File: src/inc/ioh_pkg.sv
// package for the host-side controller that drives the five-port io controller pins
package ioh_pkg;
	localparam int unsigned CLK_MHZ = 125;
	localparam int unsigned BUS_W = 12;
	// opcode field bits 0..2 (msb first) and device code bits 3..8
	localparam int unsigned OPC_HI = 11;
	localparam int unsigned OPC_LO = 9;
	localparam int unsigned DEV_HI = 8;
	localparam int unsigned DEV_LO = 3;
	localparam logic [2:0] OPC_IOT = 3'h6;
	localparam logic [5:0] DEV_NONE = 6'h00;
	localparam logic [2:0] DEV_INT_HI = 3'h2;
	// bus timing figures in ns
	localparam int unsigned T_ADDR_SETUP_NS = 30;
	localparam int unsigned T_ADDR_HOLD_NS = 70;
	localparam int unsigned T_WRITE_SETUP_NS = 50;
	localparam int unsigned T_WRITE_HOLD_NS = 50;
	localparam int unsigned T_WRITE_PULSE_NS = 100;
	localparam int unsigned T_CLR_TO_PHASE_NS = 100;
	localparam int unsigned T_READ_NS = 100;
	localparam int unsigned SETUP_CYC = (T_ADDR_SETUP_NS * CLK_MHZ + 999) / 1000;
	localparam int unsigned AHOLD_CYC = (T_ADDR_HOLD_NS * CLK_MHZ + 999) / 1000;
	localparam int unsigned WSETUP_CYC = (T_WRITE_SETUP_NS * CLK_MHZ + 999) / 1000;
	localparam int unsigned WHOLD_CYC = (T_WRITE_HOLD_NS * CLK_MHZ + 999) / 1000;
	localparam int unsigned WPULSE_CYC = (T_WRITE_PULSE_NS * CLK_MHZ + 999) / 1000;
	localparam int unsigned CLRDLY_CYC = (T_CLR_TO_PHASE_NS * CLK_MHZ + 999) / 1000;
	localparam int unsigned READ_CYC = (T_READ_NS * CLK_MHZ + 999) / 1000;
	localparam int unsigned CNT_W = 8;
	// transfer type codes as seen on the two active-low lines {type1_n, type0_n}
	localparam logic [1:0] XT_TO_DEV = 2'h3;
	localparam logic [1:0] XT_TO_DEV_CLR = 2'h2;
	localparam logic [1:0] XT_OR_IN = 2'h1;
	localparam logic [1:0] XT_LOAD = 2'h0;

	typedef enum logic [3:0] {
		ST_IDLE = 4'h0,
		ST_SETUP = 4'h1,
		ST_WSET = 4'h3,
		ST_WRITE = 4'h2,
		ST_WHOLD = 4'h6,
		ST_READ = 4'h7,
		ST_RHOLD = 4'h5,
		ST_DONE = 4'h4,
		ST_CLR = 4'hc,
		ST_CLRH = 4'hd
	} ioh_state_e;

	typedef struct packed {
		logic [BUS_W-1:0] instr;
		logic [BUS_W-1:0] data;
		logic power_on;
	} ioh_cmd_s;

	typedef struct packed {
		logic skip;
		logic [1:0] xfer_n;
		logic [BUS_W-1:0] rdata;
	} ioh_result_s;

	typedef struct packed {
		ioh_state_e st;
		logic [CNT_W-1:0] cnt;
		ioh_cmd_s cmd;
		ioh_result_s res;
		logic phase_n;
		logic write_n;
		logic read_n;
		logic clear_n;
		logic bus_oe;
		logic grant_n;
		logic busy;
		logic done;
		logic bad;
		logic [1:0] irq_sync;
		logic [1:0] chain_sync;
		logic [1:0] skip_sync;
		logic [1:0] t0_sync;
		logic [1:0] t1_sync;
		logic [BUS_W-1:0] bus_s1;
		logic [BUS_W-1:0] bus_s2;
		logic [BUS_W-1:0] bus_word;
	} ioh_state_s;
endpackage : ioh_pkg

File: src/ioh_host_ctrl.sv
// host-side sequencer that issues io instructions and clears to the io controller pins
`timescale 1ns/1ps
// Functional notes
// host grants interrupt by driving grant low
// chain input low means no upstream activity
// transfer command makes addressed strobe true
// strobe cleared by set-flag or sense
// sense can skip or interrupt
// sense edge/level and polarity programmable
// enables low, only during io phase
// chain output low grants downstream
// port five drives chain output
// skip pulled low during phase and write
// two open-drain transfer type lines
// shared open-drain interrupt request line
// bus active high, bit0 msb
// host holds phase low during execute/reset
// host pulses clear at reset and clear-all
// external io: opcode 6, device not 00/2X
// up to eleven controllers chained
// enables decoded from programmed addresses
// five ports, no data latches inside
// transfer type encoding of two lines
// instruction latched at phase falling edge
// host samples type/skip in phase and write
// power-on clear: phase low at clear end
module ioh_host_ctrl
	import ioh_pkg::*;
(
	input wire logic sys_clk_in,
	input wire logic nrst_in,
	input wire ioh_cmd_s cmd_in,
	input wire logic cmd_valid_in,
	input wire logic clear_valid_in,
	input wire logic clear_power_on_in,
	input wire logic grant_req_in,
	output logic cmd_ready_out,
	output logic done_out,
	output logic bad_instr_out,
	output ioh_result_s result_out,
	output logic irq_pending_out,
	output logic chain_idle_out,
	output logic [BUS_W-1:0] host_bus_out,
	output logic host_bus_oe_out,
	input wire logic [BUS_W-1:0] host_bus_in,
	output logic io_phase_n_out,
	output logic write_n_out,
	output logic read_n_out,
	output logic host_clear_n_out,
	output logic interrupt_grant_n_out,
	input wire logic skip_n_in,
	input wire logic xfer_type0_n_in,
	input wire logic xfer_type1_n_in,
	input wire logic irq_out_n_in,
	input wire logic chain_enable_out_n_in
);
	ioh_state_s q_r;
	ioh_state_s q_nxt;

	// external io test on the instruction word, bit 0 being the msb
	function automatic logic is_ext(input logic [BUS_W-1:0] w);
		logic [5:0] dev;
		dev = w[DEV_HI:DEV_LO];
		is_ext = (w[OPC_HI:OPC_LO] == OPC_IOT) && (dev != DEV_NONE) && (dev[5:3] != DEV_INT_HI); // see R16
	endfunction : is_ext

	// next state: one sequence at a time, counter paces every bus phase except the one-cycle read hold and done steps
	always_comb
	begin
		q_nxt = q_r;
		q_nxt.done = 1'b0;
		q_nxt.irq_sync = {q_r.irq_sync[0], ~irq_out_n_in};
		q_nxt.chain_sync = {q_r.chain_sync[0], ~chain_enable_out_n_in}; // see R8
		q_nxt.skip_sync = {q_r.skip_sync[0], skip_n_in};
		q_nxt.t0_sync = {q_r.t0_sync[0], xfer_type0_n_in};
		q_nxt.t1_sync = {q_r.t1_sync[0], xfer_type1_n_in};
		q_nxt.bus_s1 = host_bus_in;
		q_nxt.bus_s2 = q_r.bus_s1;
		q_nxt.grant_n = ~grant_req_in;
		if (q_r.cnt != '0)
			q_nxt.cnt = q_r.cnt - 1'b1;
		unique case (q_r.st)
			ST_IDLE:
			begin
				q_nxt.busy = 1'b0;
				if (clear_valid_in)
				begin
					// power-on clear keeps phase low past the end of clear
					q_nxt.cmd.power_on = clear_power_on_in;
					q_nxt.phase_n = ~clear_power_on_in; // see R14
					q_nxt.clear_n = 1'b0;
					// a clear is never a refused instruction, drop any stale flag
					q_nxt.bad = 1'b0;
					q_nxt.cnt = CNT_W'(WPULSE_CYC);
					q_nxt.busy = 1'b1;
					q_nxt.st = ST_CLR;
				end
				else if (cmd_valid_in)
				begin
					q_nxt.cmd = cmd_in;
					// instruction word goes out first so the phase edge can latch it
					q_nxt.bus_word = cmd_in.instr; // see R21
					q_nxt.busy = 1'b1;
					if (!is_ext(cmd_in.instr))
					begin
						// not for the controller: refuse without touching the pins
						q_nxt.bad = 1'b1;
						q_nxt.done = 1'b1;
					end
					else
					begin
						q_nxt.bad = 1'b0;
						q_nxt.bus_oe = 1'b1;
						q_nxt.cnt = CNT_W'(SETUP_CYC);
						q_nxt.st = ST_SETUP;
					end
				end
			end
			ST_SETUP:
				if (q_r.cnt == '0)
				begin
					// falling phase edge latches the instruction in the device
					q_nxt.phase_n = 1'b0; // see R21
					// address hold and write setup run back to back, not overlapped
					q_nxt.cnt = CNT_W'(AHOLD_CYC + WSETUP_CYC);
					q_nxt.st = ST_WSET;
				end
			ST_WSET:
				if (q_r.cnt == '0)
				begin
					q_nxt.write_n = 1'b0;
					q_nxt.cnt = CNT_W'(WPULSE_CYC);
					q_nxt.st = ST_WRITE;
				end
				else if (q_r.cnt == CNT_W'(WSETUP_CYC))
					q_nxt.bus_word = q_r.cmd.data;
			ST_WRITE:
				if (q_r.cnt == '0)
				begin
					// sample skip and type lines late in write, after sync delay
					q_nxt.res.skip = ~q_r.skip_sync[1]; // see R10
					q_nxt.res.xfer_n = {q_r.t1_sync[1], q_r.t0_sync[1]}; // see R11
					q_nxt.write_n = 1'b1;
					q_nxt.cnt = CNT_W'(WHOLD_CYC);
					q_nxt.st = ST_WHOLD;
				end
			ST_WHOLD:
				if (q_r.cnt == '0)
				begin
					if (q_r.res.xfer_n[1] == 1'b0)
					begin
						// device drives bus for input transfers
						q_nxt.bus_oe = 1'b0;
						q_nxt.read_n = 1'b0;
						q_nxt.cnt = CNT_W'(READ_CYC + 2);
						q_nxt.st = ST_READ;
					end
					else
					begin
						q_nxt.st = ST_DONE;
					end
				end
			ST_READ:
				if (q_r.cnt == '0)
				begin
					q_nxt.res.rdata = (q_r.res.xfer_n[0] == 1'b0) ? q_r.bus_s2 : (q_r.cmd.data | q_r.bus_s2);
					q_nxt.read_n = 1'b1;
					q_nxt.st = ST_RHOLD;
				end
			ST_RHOLD:
				q_nxt.st = ST_DONE;
			ST_DONE:
			begin
				if (q_r.res.xfer_n == XT_TO_DEV_CLR)
					q_nxt.res.rdata = '0;
				else if (q_r.res.xfer_n == XT_TO_DEV)
					q_nxt.res.rdata = q_r.cmd.data;
				q_nxt.phase_n = 1'b1;
				q_nxt.bus_oe = 1'b0;
				q_nxt.done = 1'b1;
				q_nxt.st = ST_IDLE;
			end
			ST_CLR:
				if (q_r.cnt == '0)
				begin
					q_nxt.clear_n = 1'b1;
					q_nxt.cnt = CNT_W'(CLRDLY_CYC);
					q_nxt.st = ST_CLRH;
				end
			ST_CLRH:
				if (q_r.cnt == '0)
				begin
					q_nxt.phase_n = 1'b1;
					q_nxt.done = 1'b1;
					q_nxt.st = ST_IDLE;
				end
			default:
				q_nxt.st = ST_IDLE;
		endcase
	end

	// state register, idle pins inactive after reset
	always_ff @(posedge sys_clk_in or negedge nrst_in)
	begin
		if (!nrst_in)
		begin
			q_r <= '0;
			q_r.st <= ST_IDLE;
			q_r.phase_n <= 1'b1;
			q_r.write_n <= 1'b1;
			q_r.read_n <= 1'b1;
			q_r.clear_n <= 1'b1;
			q_r.grant_n <= 1'b1;
			q_r.res.xfer_n <= 2'h3;
			q_r.skip_sync <= 2'h3;
			q_r.t0_sync <= 2'h3;
			q_r.t1_sync <= 2'h3;
		end
		else
			q_r <= q_nxt;
	end

	// pin and user outputs straight from flops, except cmd_ready_out which is decoded from the state
	assign cmd_ready_out = (q_r.st == ST_IDLE);
	assign done_out = q_r.done;
	assign bad_instr_out = q_r.bad;
	assign result_out = q_r.res;
	assign irq_pending_out = q_r.irq_sync[1];
	assign chain_idle_out = q_r.chain_sync[1];
	assign host_bus_out = q_r.bus_word;
	assign host_bus_oe_out = q_r.bus_oe;
	assign io_phase_n_out = q_r.phase_n;
	assign write_n_out = q_r.write_n;
	assign read_n_out = q_r.read_n;
	assign host_clear_n_out = q_r.clear_n;
	assign interrupt_grant_n_out = q_r.grant_n;
endmodule : ioh_host_ctrl

File: config.mk
export PLATFORM = sky130hd
export DESIGN_NAME = ioh_host_ctrl
export DESIGN_NICKNAME = d
export VERILOG_FILES = /design/src/inc/ioh_pkg.sv /design/src/ioh_host_ctrl.sv
export SDC_FILE = /design/constraint.sdc
export NUM_CORES = 1
export LEC_CHECK = 0
export BUFFER_PORTS_ARGS = -buffer_cell sky130_fd_sc_hd__buf_2
export CORE_MARGIN = 5
export CORE_UTILIZATION = 50
export DETAILED_ROUTE_END_ITERATION = 10
export HOLD_SLACK_MARGIN = 0.02
export PLACE_DENSITY = 0.78
export SETUP_SLACK_MARGIN = 0.2
export SLEW_MARGIN = 30
export SYNTH_ARGS = -nofsm -noshare
export SYNTH_HDL_FRONTEND = slang
export SYNTH_SLANG_ARGS = --single-unit
File: constraint.sdc
create_clock -name sys_clk_in -period 3.7 [get_ports sys_clk_in]
set_clock_uncertainty 0.05 [all_clocks]
set_input_delay 0.74 -clock sys_clk_in [delete_from_list [all_inputs] [get_ports sys_clk_in]]
set_output_delay 0.74 -clock sys_clk_in [all_outputs]
set_load 0.005 [all_outputs]
# Word level (Yosys, flattened, before mapping)
# Index checks and enable logic that the tools add are counted.
dict set report totals {
  wordCells 132
  in_bits 48
  mem_count 0
  regBits 105
  rom_bits 0
  latchBits 0
  ramBits 0
  output_inout_bits 38
}
dict set report classes {
  bitwise 7
  n_reduce_logical 25
  eq_ne 31
  magnitude_cmp 0
  n_mul 0
  n_shift 0
  n_div 0
  mux 45
  add_sub_neg 1
}
# operator n
set ops {}
lappend ops {{$mux 12} 15}
lappend ops {{$pmux 12 s2} 2}
lappend ops {{$pmux 8 s6} 1}
lappend ops {{$mux 37} 1}
lappend ops {{$pmux 4 s9} 1}
lappend ops {{$ne 2x2->1 const B} 13}
lappend ops {{$eq 4x3->1 const B} 4}
lappend ops {{$mux 8} 2}
lappend ops {{$mux 1} 13}
lappend ops {{$or 12x12->12} 1}
lappend ops {{$reduce_and 3->1} 4}
lappend ops {{$reduce_bool 2->1} 6}
lappend ops {{$reduce_and 9->1} 1}
lappend ops {{$eq 4x2->1 const B} 2}
lappend ops {{$eq 4x4->1 const B} 2}
lappend ops {{$eq 8x3->1 const B} 1}
lappend ops {{$logic_not 8->1} 1}
lappend ops {{$mux 4} 2}
lappend ops {{$reduce_and 4->1} 2}
lappend ops {{$reduce_bool 8->1} 1}
lappend ops {{$sub 8x1->8 const B} 1}
lappend ops {{$ne 3x2->1 const B} 2}
lappend ops {{$ne 3x3->1 const B} 2}
lappend ops {{$not 1->1} 6}
lappend ops {{16 further kinds} 23}

# Depth between registers and ports, before layout
# Gate-level depths: netlist (run 1).
dict set report logic_depth {
  ltp_word 7
  mapped_depth 9
  depth_no_buf 9
}

# Worst setup path after synthesis (run 1)
# Ideal clock, no wire load.
dict set report synth_path {
  path_type {input to register}
  from {in cmd_in[16] in the netlist's numbering}
  to {reg q_r[99] in the netlist's numbering}
  path_buffers 1
  arrival_ps 1977
  setup_slack_ps 1595
  required_time_ps 3573
  stages 6
  setup_time_ps 77
  path_cell_list {nor4_1 > a21oi_1 > and4_1 > clkbuf_1 > or4_1 > a21oi_1}
}
# item line_no
set synth_lines {}
lappend synth_lines {{from (decl)} ioh_host_ctrl.sv:32} ;# input wire ioh_cmd_s cmd_in,
lappend synth_lines {{to (signal assigned)} ioh_host_ctrl.sv:220} ;# q_r <= q_nxt;
lappend synth_lines {{to (decl)} ioh_host_ctrl.sv:57} ;# ioh_state_s q_r;

# Final worst setup path (run 1)
dict set report layout_path {
  from {reg q_r[104] in the netlist's numbering}
  to {out cmd_ready_out}
}
dict set report layout_via {
  elab_chain_cells 1
}
# item line_no
set layout_lines {}
lappend layout_lines {{$logic_not 4->1} ioh_host_ctrl.sv:224} ;# assign cmd_ready_out = (q_r.st == ST_IDLE);
lappend layout_lines {{to (decl)} ioh_host_ctrl.sv:37} ;# output logic cmd_ready_out,
# Every way passes these cells.

==> metrics.txt, run 1 <==
# TYPE chip_impl_metric gauge
chip_impl_metric{name="dp_hpwl",unit="mm"} 6.00
chip_impl_metric{name="worstPathMaxFanout",unit=""} 20
chip_impl_info{name="hp-class",value="reg -> reg"} 1
chip_impl_metric{name="finalMaxSlewViolations",unit=""} 0
chip_impl_metric{name="timing.final.crit_share",unit="%"} 71.0
chip_impl_metric{name="cts_resized",unit=""} 0
chip_impl_info{name="cp-start-kind",value="register"} 1
chip_impl_metric{name="die_width",unit="microns"} 100
chip_impl_metric{name="setup_viol",unit=""} 0
chip_impl_metric{name="synth-seq-cells",unit=""} 93
chip_impl_info{name="cp_cell_sequence",value="nor2_1 > nand2_1 > inv_2 > buf_2"} 1
chip_impl_metric{name="coreArea",unit="sq um"} 8090
chip_impl_metric{name="syn-instance-count",unit=""} 367
chip_impl_metric{name="critPathArrivalTime",unit="ns"} 1.84
chip_impl_metric{name="synthArstFlopShare",unit="%"} 100
chip_impl_info{name="endpoint_class_of_the_critical_path",value="output port"} 1
chip_impl_metric{name="timing.max_cap.violations",unit=""} 0
chip_impl_metric{name="routed_wirelength",unit="mm"} 8.32
chip_impl_metric{name="detail_route.vias_per_cell",unit=""} 5.39
chip_impl_metric{name="io_pins",unit=""} 86
chip_impl_info{name="outcome",value="finished clean"} 1
chip_impl_metric{name="port_buffers",unit=""} 84
chip_impl_metric{name="drt_first_iter_violations",unit=""} 194
chip_impl_metric{name="ys_seq_area_share",unit="%"} 57.4
chip_impl_metric{name="fp-row-count",unit=""} 33
chip_impl_metric{name="cts_hold_repair.buffers",unit=""} 0
chip_impl_metric{name="syn-cell-area",unit="sq um"} 4090
chip_impl_info{name="rsz0062_at_grt",value="false"} 1
chip_impl_metric{name="mean_syn_cell_area",unit="sq um"} 11.1
chip_impl_metric{name="synth_edf_count",unit=""} 0
chip_impl_metric{name="clock_tree.htree_level_count",unit=""} 3
chip_impl_info{name="clockRootBuffer",value="sky130_fd_sc_hd__clkbuf_8"} 1
chip_impl_metric{name="final.hold.worst_slack",unit="ns"} 0.303
chip_impl_metric{name="cts-root-to-sink-buffers",unit=""} 2
chip_impl_metric{name="cp_data_required_time",unit="ns"} 2.91
chip_impl_metric{name="synth_net_count",unit=""} 419
chip_impl_metric{name="grt_first_pass_wirelength",unit="mm"} 13.7
chip_impl_metric{name="nets",unit=""} 471
chip_impl_metric{name="routed-via-count",unit=""} 2852
chip_impl_info{name="synth_flop_cell",value="sky130_fd_sc_hd__dfrtp_1"} 1
chip_impl_metric{name="effective_utilization_at_floorplan",unit="%"} 50.5
chip_impl_metric{name="power_per_cell_area",unit="nW/um^2"} 399
chip_impl_metric{name="cpPeakStageDelay",unit="ns"} 0.60
chip_impl_metric{name="antennaDiodeCount",unit=""} 0
chip_impl_metric{name="max-slew-margin-rel",unit="%"} 42.5
chip_impl_metric{name="routed_wire_length_per_instance",unit="microns"} 15.7
chip_impl_metric{name="hold_depth",unit=""} 0
chip_impl_metric{name="max_freq",unit="MHz"} 381
chip_impl_info{name="cts_tree",value="done"} 1
chip_impl_metric{name="drt_pass1_iterations",unit=""} 6
chip_impl_metric{name="postCtsSetupRepairBufs",unit=""} 0
chip_impl_metric{name="tightest_slew",unit="ns"} 0.862
chip_impl_metric{name="number_of_antenna_violations_at_the_first_check_in_global_routing",unit=""} 0
chip_impl_metric{name="grt_start_max_net_pins",unit=""} 77
chip_impl_metric{name="leakage",unit="uW"} 0.00223
chip_impl_metric{name="number_of_nets_with_antenna_violations_after_detailed_routing",unit=""} 0
chip_impl_metric{name="global_route.usage.total",unit="%"} 17.1
chip_impl_info{name="critPathKind",value="reg -> out"} 1
chip_impl_info{name="mostFrequentLayoutCells",value="sky130_fd_sc_hd__buf_2 (83), sky130_fd_sc_hd__dfrtp_1 (80), sky130_fd_sc_hd__nor2_1 (39)"} 1
chip_impl_metric{name="floorplan.die_area",unit="sq um"} 10100
chip_impl_metric{name="cts.sinks",unit=""} 93
chip_impl_metric{name="synthesis.yosys.warnings",unit=""} 0
chip_impl_metric{name="fillCellCount",unit=""} 718
chip_impl_metric{name="finalWorstPathRequiredPeriod",unit="ns"} 2.63
chip_impl_metric{name="gr-total-overflow",unit=""} 0
chip_impl_metric{name="timing_hold_violations_final",unit=""} 0
chip_impl_metric{name="setup_tns",unit="ns"} 0
chip_impl_metric{name="cts_inserted_buffers",unit=""} 9
chip_impl_metric{name="area_growth",unit="%"} 12.6
chip_impl_metric{name="insertion_delay",unit="ns"} 0.35
chip_impl_metric{name="die_height",unit="microns"} 100
chip_impl_info{name="cpMaxStageDelayCell",value="sky130_fd_sc_hd__dfrtp_1"} 1
chip_impl_metric{name="synth_cell_types",unit=""} 54
chip_impl_metric{name="via_count_of_the_first_global_routing_pass",unit=""} 2753
chip_impl_metric{name="detail_route.drc_violations",unit=""} 0
chip_impl_metric{name="gp_congestion",unit=""} 0.843
chip_impl_metric{name="timing.reg2reg.worst_path_depth",unit=""} 5
chip_impl_info{name="final_common_cell",value="sky130_fd_sc_hd__buf_2"} 1
chip_impl_metric{name="clk_pin_slew",unit="ns"} 0.10
chip_impl_metric{name="ratio_of_cells_with_drive_above_1_in_the_final_layout",unit="%"} 33.3
chip_impl_metric{name="peak_supply_drop",unit="mV"} 0.257
-- kinds of logic (layout without fill, tap and decap cells) --
family	count (synthesis)	count (layout)	share of synthesized area, %
and+or+nand+nor	91	91	11.0
adders and majority gates	4	4	1.23
DFF	93	93	57.4
AOI/OAI and AO/OA	86	86	13.1
buffers and inverters	57	114	7.99
muxes	30	30	8.02
xor gates and xnor gates	6	6	1.29
-- cell usage after synthesis (2+ instances only) --
master,number,area share (%)
sky130_fd_sc_hd__buf_4,27,5.0
sky130_fd_sc_hd__nor2b_1,3,0.46
sky130_fd_sc_hd__inv_1,8,0.74
sky130_fd_sc_hd__nand2b_1,4,0.61
sky130_fd_sc_hd__nand4b_1,2,0.43
sky130_fd_sc_hd__or3_1,2,0.31
sky130_fd_sc_hd__buf_2,7,0.86
sky130_fd_sc_hd__a21oi_1,36,4.4
sky130_fd_sc_hd__a211oi_1,2,0.37
sky130_fd_sc_hd__dfstp_2,13,8.4
sky130_fd_sc_hd__o31ai_1,3,0.55
sky130_fd_sc_hd__nand3_1,6,0.74
sky130_fd_sc_hd__o32ai_1,2,0.43
sky130_fd_sc_hd__mux2i_1,14,3.4
sky130_fd_sc_hd__xor2_1,4,0.86
sky130_fd_sc_hd__and3_1,2,0.31
sky130_fd_sc_hd__ha_1,4,1.2
sky130_fd_sc_hd__nor3_1,5,0.61
sky130_fd_sc_hd__nand2_1,18,1.7
sky130_fd_sc_hd__dfrtp_1,80,49
sky130_fd_sc_hd__o21ai_0,12,1.5
sky130_fd_sc_hd__a211o_1,4,0.86
sky130_fd_sc_hd__o211ai_1,2,0.37
sky130_fd_sc_hd__a22oi_1,12,2.2
sky130_fd_sc_hd__mux2_2,14,3.9
sky130_fd_sc_hd__mux2_4,2,0.74
sky130_fd_sc_hd__xnor2_1,2,0.43
sky130_fd_sc_hd__o21a_1,2,0.37
sky130_fd_sc_hd__clkbuf_1,12,1.1
sky130_fd_sc_hd__nor2_1,39,3.6
-- sequential cells by signal, indices dropped and copies added (netlist names) --
name                   cells
done_out                   1
chain_idle_out             1
read_n_out                 1
host_bus_out              12
io_phase_n_out             1
host_bus_oe_out            1
host_clear_n_out           1
bad_instr_out              1
result_out                15
interrupt_grant_n_out      1
write_n_out                1
irq_pending_out            1
q_nxt                     17
q_r                       39
-- where the power goes --
part | switching [uW] | internal, uW
combinational | 42.2 | 34.2
sequential | 7.74 | 1040
clock | 365 | 342
-- cell type report --
class / count / area (sq um) / share of cell area [%]
timing repair buffer: 88 / 457 / 9.93
inverter: 10 / 40.0 / 0.871
multi-input combinational: 217 / 1420 / 30.8
tap: 105 / 131 / 2.86
sequential: 93 / 2340 / 51.0
clock buffer: 10 / 138 / 2.99
clock inverter: 6 / 75.1 / 1.63
-- worst max-delay path: cells and delay by family (launching register included) --
| kind | cells | cell delay [ns] |
|---|---|---|
| simple gates | 2 | 0.58 |
| buf+inv | 2 | 0.30 |
| flops | 1 | 0.60 |
-- metal layers --
layer / routed length, microns / vias to the layer above / track usage [%]
li1: - / 1360 / -
met1: 3630 / 1371 / 24.0
met2: 3950 / 109 / 26.3
met3: 585 / 12 / 3.06
met4: 150 / 0 / 7.46
met5: 0 / - / 0
-- per-stage QoR --
| step | util, % | setup slack [ns] | instance area (sq um) | total power [uW] | cells |
|---|---|---|---|---|---|
| after CTS | 56.8 | 1.06 | 4600 | 1860 | 529 |
| after detailed placement | 54.2 | 1.20 | 4380 | 1150 | 513 |
| after global routing | 56.8 | 0.854 | 4600 | 1910 | 529 |
| after floorplan | - | 1.60 | 4090 | 1100 | 367 |
| after global placement | 54.2 | 1.23 | 4380 | 1150 | 513 |
| final | 56.8 | 1.07 | 4600 | 1830 | 529 |
-- worst paths after layout --
kind | start | endpoint | slack [ns]
min reg2reg | q_nxt[19]$_DFF_PN0_ | q_r[19]$_DFF_PN0_ | 0.30
max | q_r[104]$_DFFE_PN0P_ | cmd_ready_out | 1.07
max in group asynchronous | nrst_in | q_r[21]$_DFF_PN0_ | 2.64
max reg2reg | q_r[104]$_DFFE_PN0P_ | result_out[9]$_DFFE_PN0P_ | 1.11
min | q_nxt[19]$_DFF_PN0_ | q_r[19]$_DFF_PN0_ | 0.30
min in group asynchronous | nrst_in | chain_idle_out$_DFF_PN0_ | 0.34
(Power assumes the default switching activity.)
==> inputs of run 2 (changes only) <==
CORE_UTILIZATION = 49   (was 50)
PLACE_DENSITY = 0.8   (was 0.78)
clock period = 2.35 ns   (was 3.7 ns; I/O delays follow)
==> run 2 against run 1 <==
Utilization increased by 1.6 points. Highest routed layer unchanged. Critical path depth increased by 4. Combinational power increased by 64%. Non-clock buffer count increased by 15. Worst hold slack got worse by 0.16 ns. Largest power group unchanged. Power increased by 53%.
==> metrics.txt, run 2 (synthesis results as in run 1) <==
# TYPE chip_impl_metric gauge
chip_impl_info{name="final_common_cell",value="sky130_fd_sc_hd__buf_2"} 1
chip_impl_metric{name="via_count_of_the_first_global_routing_pass",unit=""} 2858
chip_impl_metric{name="effective_utilization_at_floorplan",unit="%"} 50.0
chip_impl_metric{name="max_freq",unit="MHz"} 481
chip_impl_metric{name="port_buffers",unit=""} 84
chip_impl_info{name="critPathKind",value="reg -> reg"} 1
chip_impl_info{name="cpMaxStageDelayCell",value="sky130_fd_sc_hd__dfrtp_2"} 1
chip_impl_info{name="hp-class",value="in -> reg"} 1
chip_impl_metric{name="worstPathMaxFanout",unit=""} 13
chip_impl_metric{name="setup_viol",unit=""} 0
chip_impl_info{name="min-delay-start",value="grant_req_in"} 1
chip_impl_metric{name="largest_register_ff_count",unit=""} 39
chip_impl_info{name="cts_tree",value="done"} 1
chip_impl_info{name="timing.rr.start",value="q_r[95]$_DFF_PN0_"} 1
chip_impl_metric{name="final.hold.worst_slack",unit="ns"} 0.143
chip_impl_metric{name="detailedPlace.worstSlack",unit="ns"} 0.101
chip_impl_metric{name="placed_cells",unit=""} 524
chip_impl_metric{name="ratio_of_cells_with_drive_above_1_in_the_final_layout",unit="%"} 36.4
chip_impl_metric{name="die_width",unit="microns"} 101
chip_impl_metric{name="r2r_setup_slack",unit="ns"} 0.27
chip_impl_metric{name="fillCellCount",unit=""} 726
chip_impl_info{name="clockRootBuffer",value="sky130_fd_sc_hd__clkbuf_8"} 1
chip_impl_metric{name="drt_first_iter_violations",unit=""} 242
chip_impl_metric{name="floorplan.die_area",unit="sq um"} 10300
chip_impl_metric{name="max-slew-margin-rel",unit="%"} 62.6
chip_impl_info{name="outcome",value="finished clean"} 1
chip_impl_metric{name="timing.max_cap.violations",unit=""} 0
chip_impl_metric{name="tightest_slew",unit="ns"} 0.559
chip_impl_metric{name="setup_tns",unit="ns"} 0
chip_impl_metric{name="drt_pass1_iterations",unit=""} 4
chip_impl_metric{name="clock_tree.htree_level_count",unit=""} 3
chip_impl_info{name="holdPathEnd",value="interrupt_grant_n_out$_DFF_PN1_"} 1
chip_impl_info{name="cp_cell_sequence",value="inv_1 > ha_1 > nor3b_4 > and2_4 > buf_4 > nand2_1 > a32oi_1 > o21ai_0"} 1
chip_impl_metric{name="timing.reg2reg.worst_path_depth",unit=""} 8
chip_impl_metric{name="finalWorstPathRequiredPeriod",unit="ns"} 2.08
chip_impl_metric{name="routed-via-count",unit=""} 2924
chip_impl_metric{name="coreArea",unit="sq um"} 8180
chip_impl_metric{name="antennaDiodeCount",unit=""} 0
chip_impl_metric{name="hold_depth",unit=""} 2
chip_impl_metric{name="cts.sinks",unit=""} 93
chip_impl_metric{name="cts_inserted_buffers",unit=""} 9
chip_impl_info{name="rsz0062_at_grt",value="false"} 1
chip_impl_metric{name="detail_route.vias_per_cell",unit=""} 5.38
chip_impl_metric{name="timing.final.crit_share",unit="%"} 88.5
chip_impl_info{name="cp-start-kind",value="register"} 1
chip_impl_metric{name="cts-root-to-sink-buffers",unit=""} 2
chip_impl_metric{name="grt_first_pass_wirelength",unit="mm"} 14.2
chip_impl_metric{name="routed_wire_length_per_instance",unit="microns"} 16.1
chip_impl_metric{name="gr-total-overflow",unit=""} 0
chip_impl_metric{name="peak_supply_drop",unit="mV"} 0.359
chip_impl_info{name="crit-reg2reg-capture",value="q_r[103]$_DFFE_PN0P_"} 1
chip_impl_metric{name="cp_data_required_time",unit="ns"} 2.53
chip_impl_metric{name="cpPeakStageDelay",unit="ns"} 0.41
chip_impl_metric{name="timing_hold_violations_final",unit=""} 0
chip_impl_metric{name="power_per_cell_area",unit="nW/um^2"} 590
chip_impl_metric{name="routed_wirelength",unit="mm"} 8.75
chip_impl_metric{name="io_pins",unit=""} 86
chip_impl_info{name="mostFrequentLayoutCells",value="sky130_fd_sc_hd__buf_2 (83), sky130_fd_sc_hd__dfrtp_1 (79), sky130_fd_sc_hd__nor2_1 (38)"} 1
chip_impl_metric{name="area_growth",unit="%"} 16.8
chip_impl_info{name="regMostFlops",value="q_r"} 1
chip_impl_metric{name="seqCellArea",unit="sq um"} 2340
chip_impl_metric{name="global_route.usage.total",unit="%"} 17.9
chip_impl_metric{name="grt_start_max_net_pins",unit=""} 43
chip_impl_metric{name="fp-row-count",unit=""} 33
chip_impl_metric{name="gp_congestion",unit=""} 0.869
chip_impl_metric{name="detail_route.drc_violations",unit=""} 0
chip_impl_metric{name="insertion_delay",unit="ns"} 0.36
chip_impl_metric{name="leakage",unit="uW"} 0.00231
chip_impl_metric{name="multi_input_area",unit="sq um"} 1450
chip_impl_metric{name="post_layout_nonfiller_instances",unit=""} 544
chip_impl_info{name="endpoint_class_of_the_critical_path",value="register"} 1
chip_impl_metric{name="nets",unit=""} 486
chip_impl_metric{name="timing.final.ws_setup",unit="ns"} 0.269
chip_impl_metric{name="critPathArrivalTime",unit="ns"} 2.26
chip_impl_metric{name="die_height",unit="microns"} 101
chip_impl_metric{name="finalMaxSlewViolations",unit=""} 0
chip_impl_metric{name="dp_hpwl",unit="mm"} 6.36
chip_impl_metric{name="number_of_antenna_violations_at_the_first_check_in_global_routing",unit=""} 0
chip_impl_metric{name="clk_pin_slew",unit="ns"} 0.10
chip_impl_metric{name="number_of_nets_with_antenna_violations_after_detailed_routing",unit=""} 0
-- run 2: cell type report --
cell class	instances	area share (%)
Timing Repair Buffer	103	12.7
Sequential cell	93	49.1
Inverter	10	0.839
Tap cell	105	2.75
Clock inverter	7	1.57
Multi-Input combinational cell	217	30.4
Clock buffer	9	2.60
-- run 2: worst max-delay path: cells and delay by family (launching register included) --
kind            cells  cell delay (ns)
simple gates        3             0.59
compound gates      2             0.41
flops               1             0.41
buf+inv             2             0.28
fa+ha+maj           1             0.19
-- run 2: per-layer routing --
layer  up-vias  track usage (%)  wire length, microns
li1       1392                -                     -
met1      1431             25.0                  3810
met2        89             27.4                  4280
met3        12             3.31                   484
met4         0             7.67                   171
met5         -                0                     0
-- run 2: power by group --
part	total (uW)	switching, uW	internal (uW)
logic	125	68.0	56.7
registers	1660	12.7	1640
clock network	1030	614	421
total	2820	694	2120
-- run 2: timing repair --
item,in CTS,in global routing
gates resized for setup,1,9
cloned,0,1
buffers inserted,1,1
setup endpoints to repair,4,31
pin swaps,0,1
hold endpoints to repair,14,0
hold buffers,1,0
-- run 2: worst max-delay path by stage --
| stage | depth (start not counted) | slack [ns] | startpoint | to |
|---|---|---|---|---|
| 6_report | 8 | 0.27 | q_r[95]$_DFF_PN0_ | q_r[103]$_DFFE_PN0P_ |
| 5_1_grt | 8 | 0.20 | q_r[95]$_DFF_PN0_ | q_r[103]$_DFFE_PN0P_ |
| 4_1_cts | 9 | 0.22 | q_r[95]$_DFF_PN0_ | result_out[3]$_DFFE_PN0P_ |
| 3_5_place_dp | 7 | 0.10 | q_r[95]$_DFF_PN0_ | result_out[12]$_DFFE_PN1P_ |
| 3_3_place_gp | 7 | 0.15 | q_r[95]$_DFF_PN0_ | result_out[12]$_DFFE_PN1P_ |
| 2_1_floorplan | 8 | 0.26 | q_r[95]$_DFF_PN0_ | result_out[12]$_DFFE_PN1P_ |
-- run 2: per-stage QoR --
stage	utilization, %	area (sq um)	power (uW)
after floorplan	-	4090	1730
after global placement	54.8	4480	1810
after detailed placement	54.8	4480	1810
after CTS	57.5	4700	2860
after global routing	58.4	4770	2960
final	58.4	4770	2820
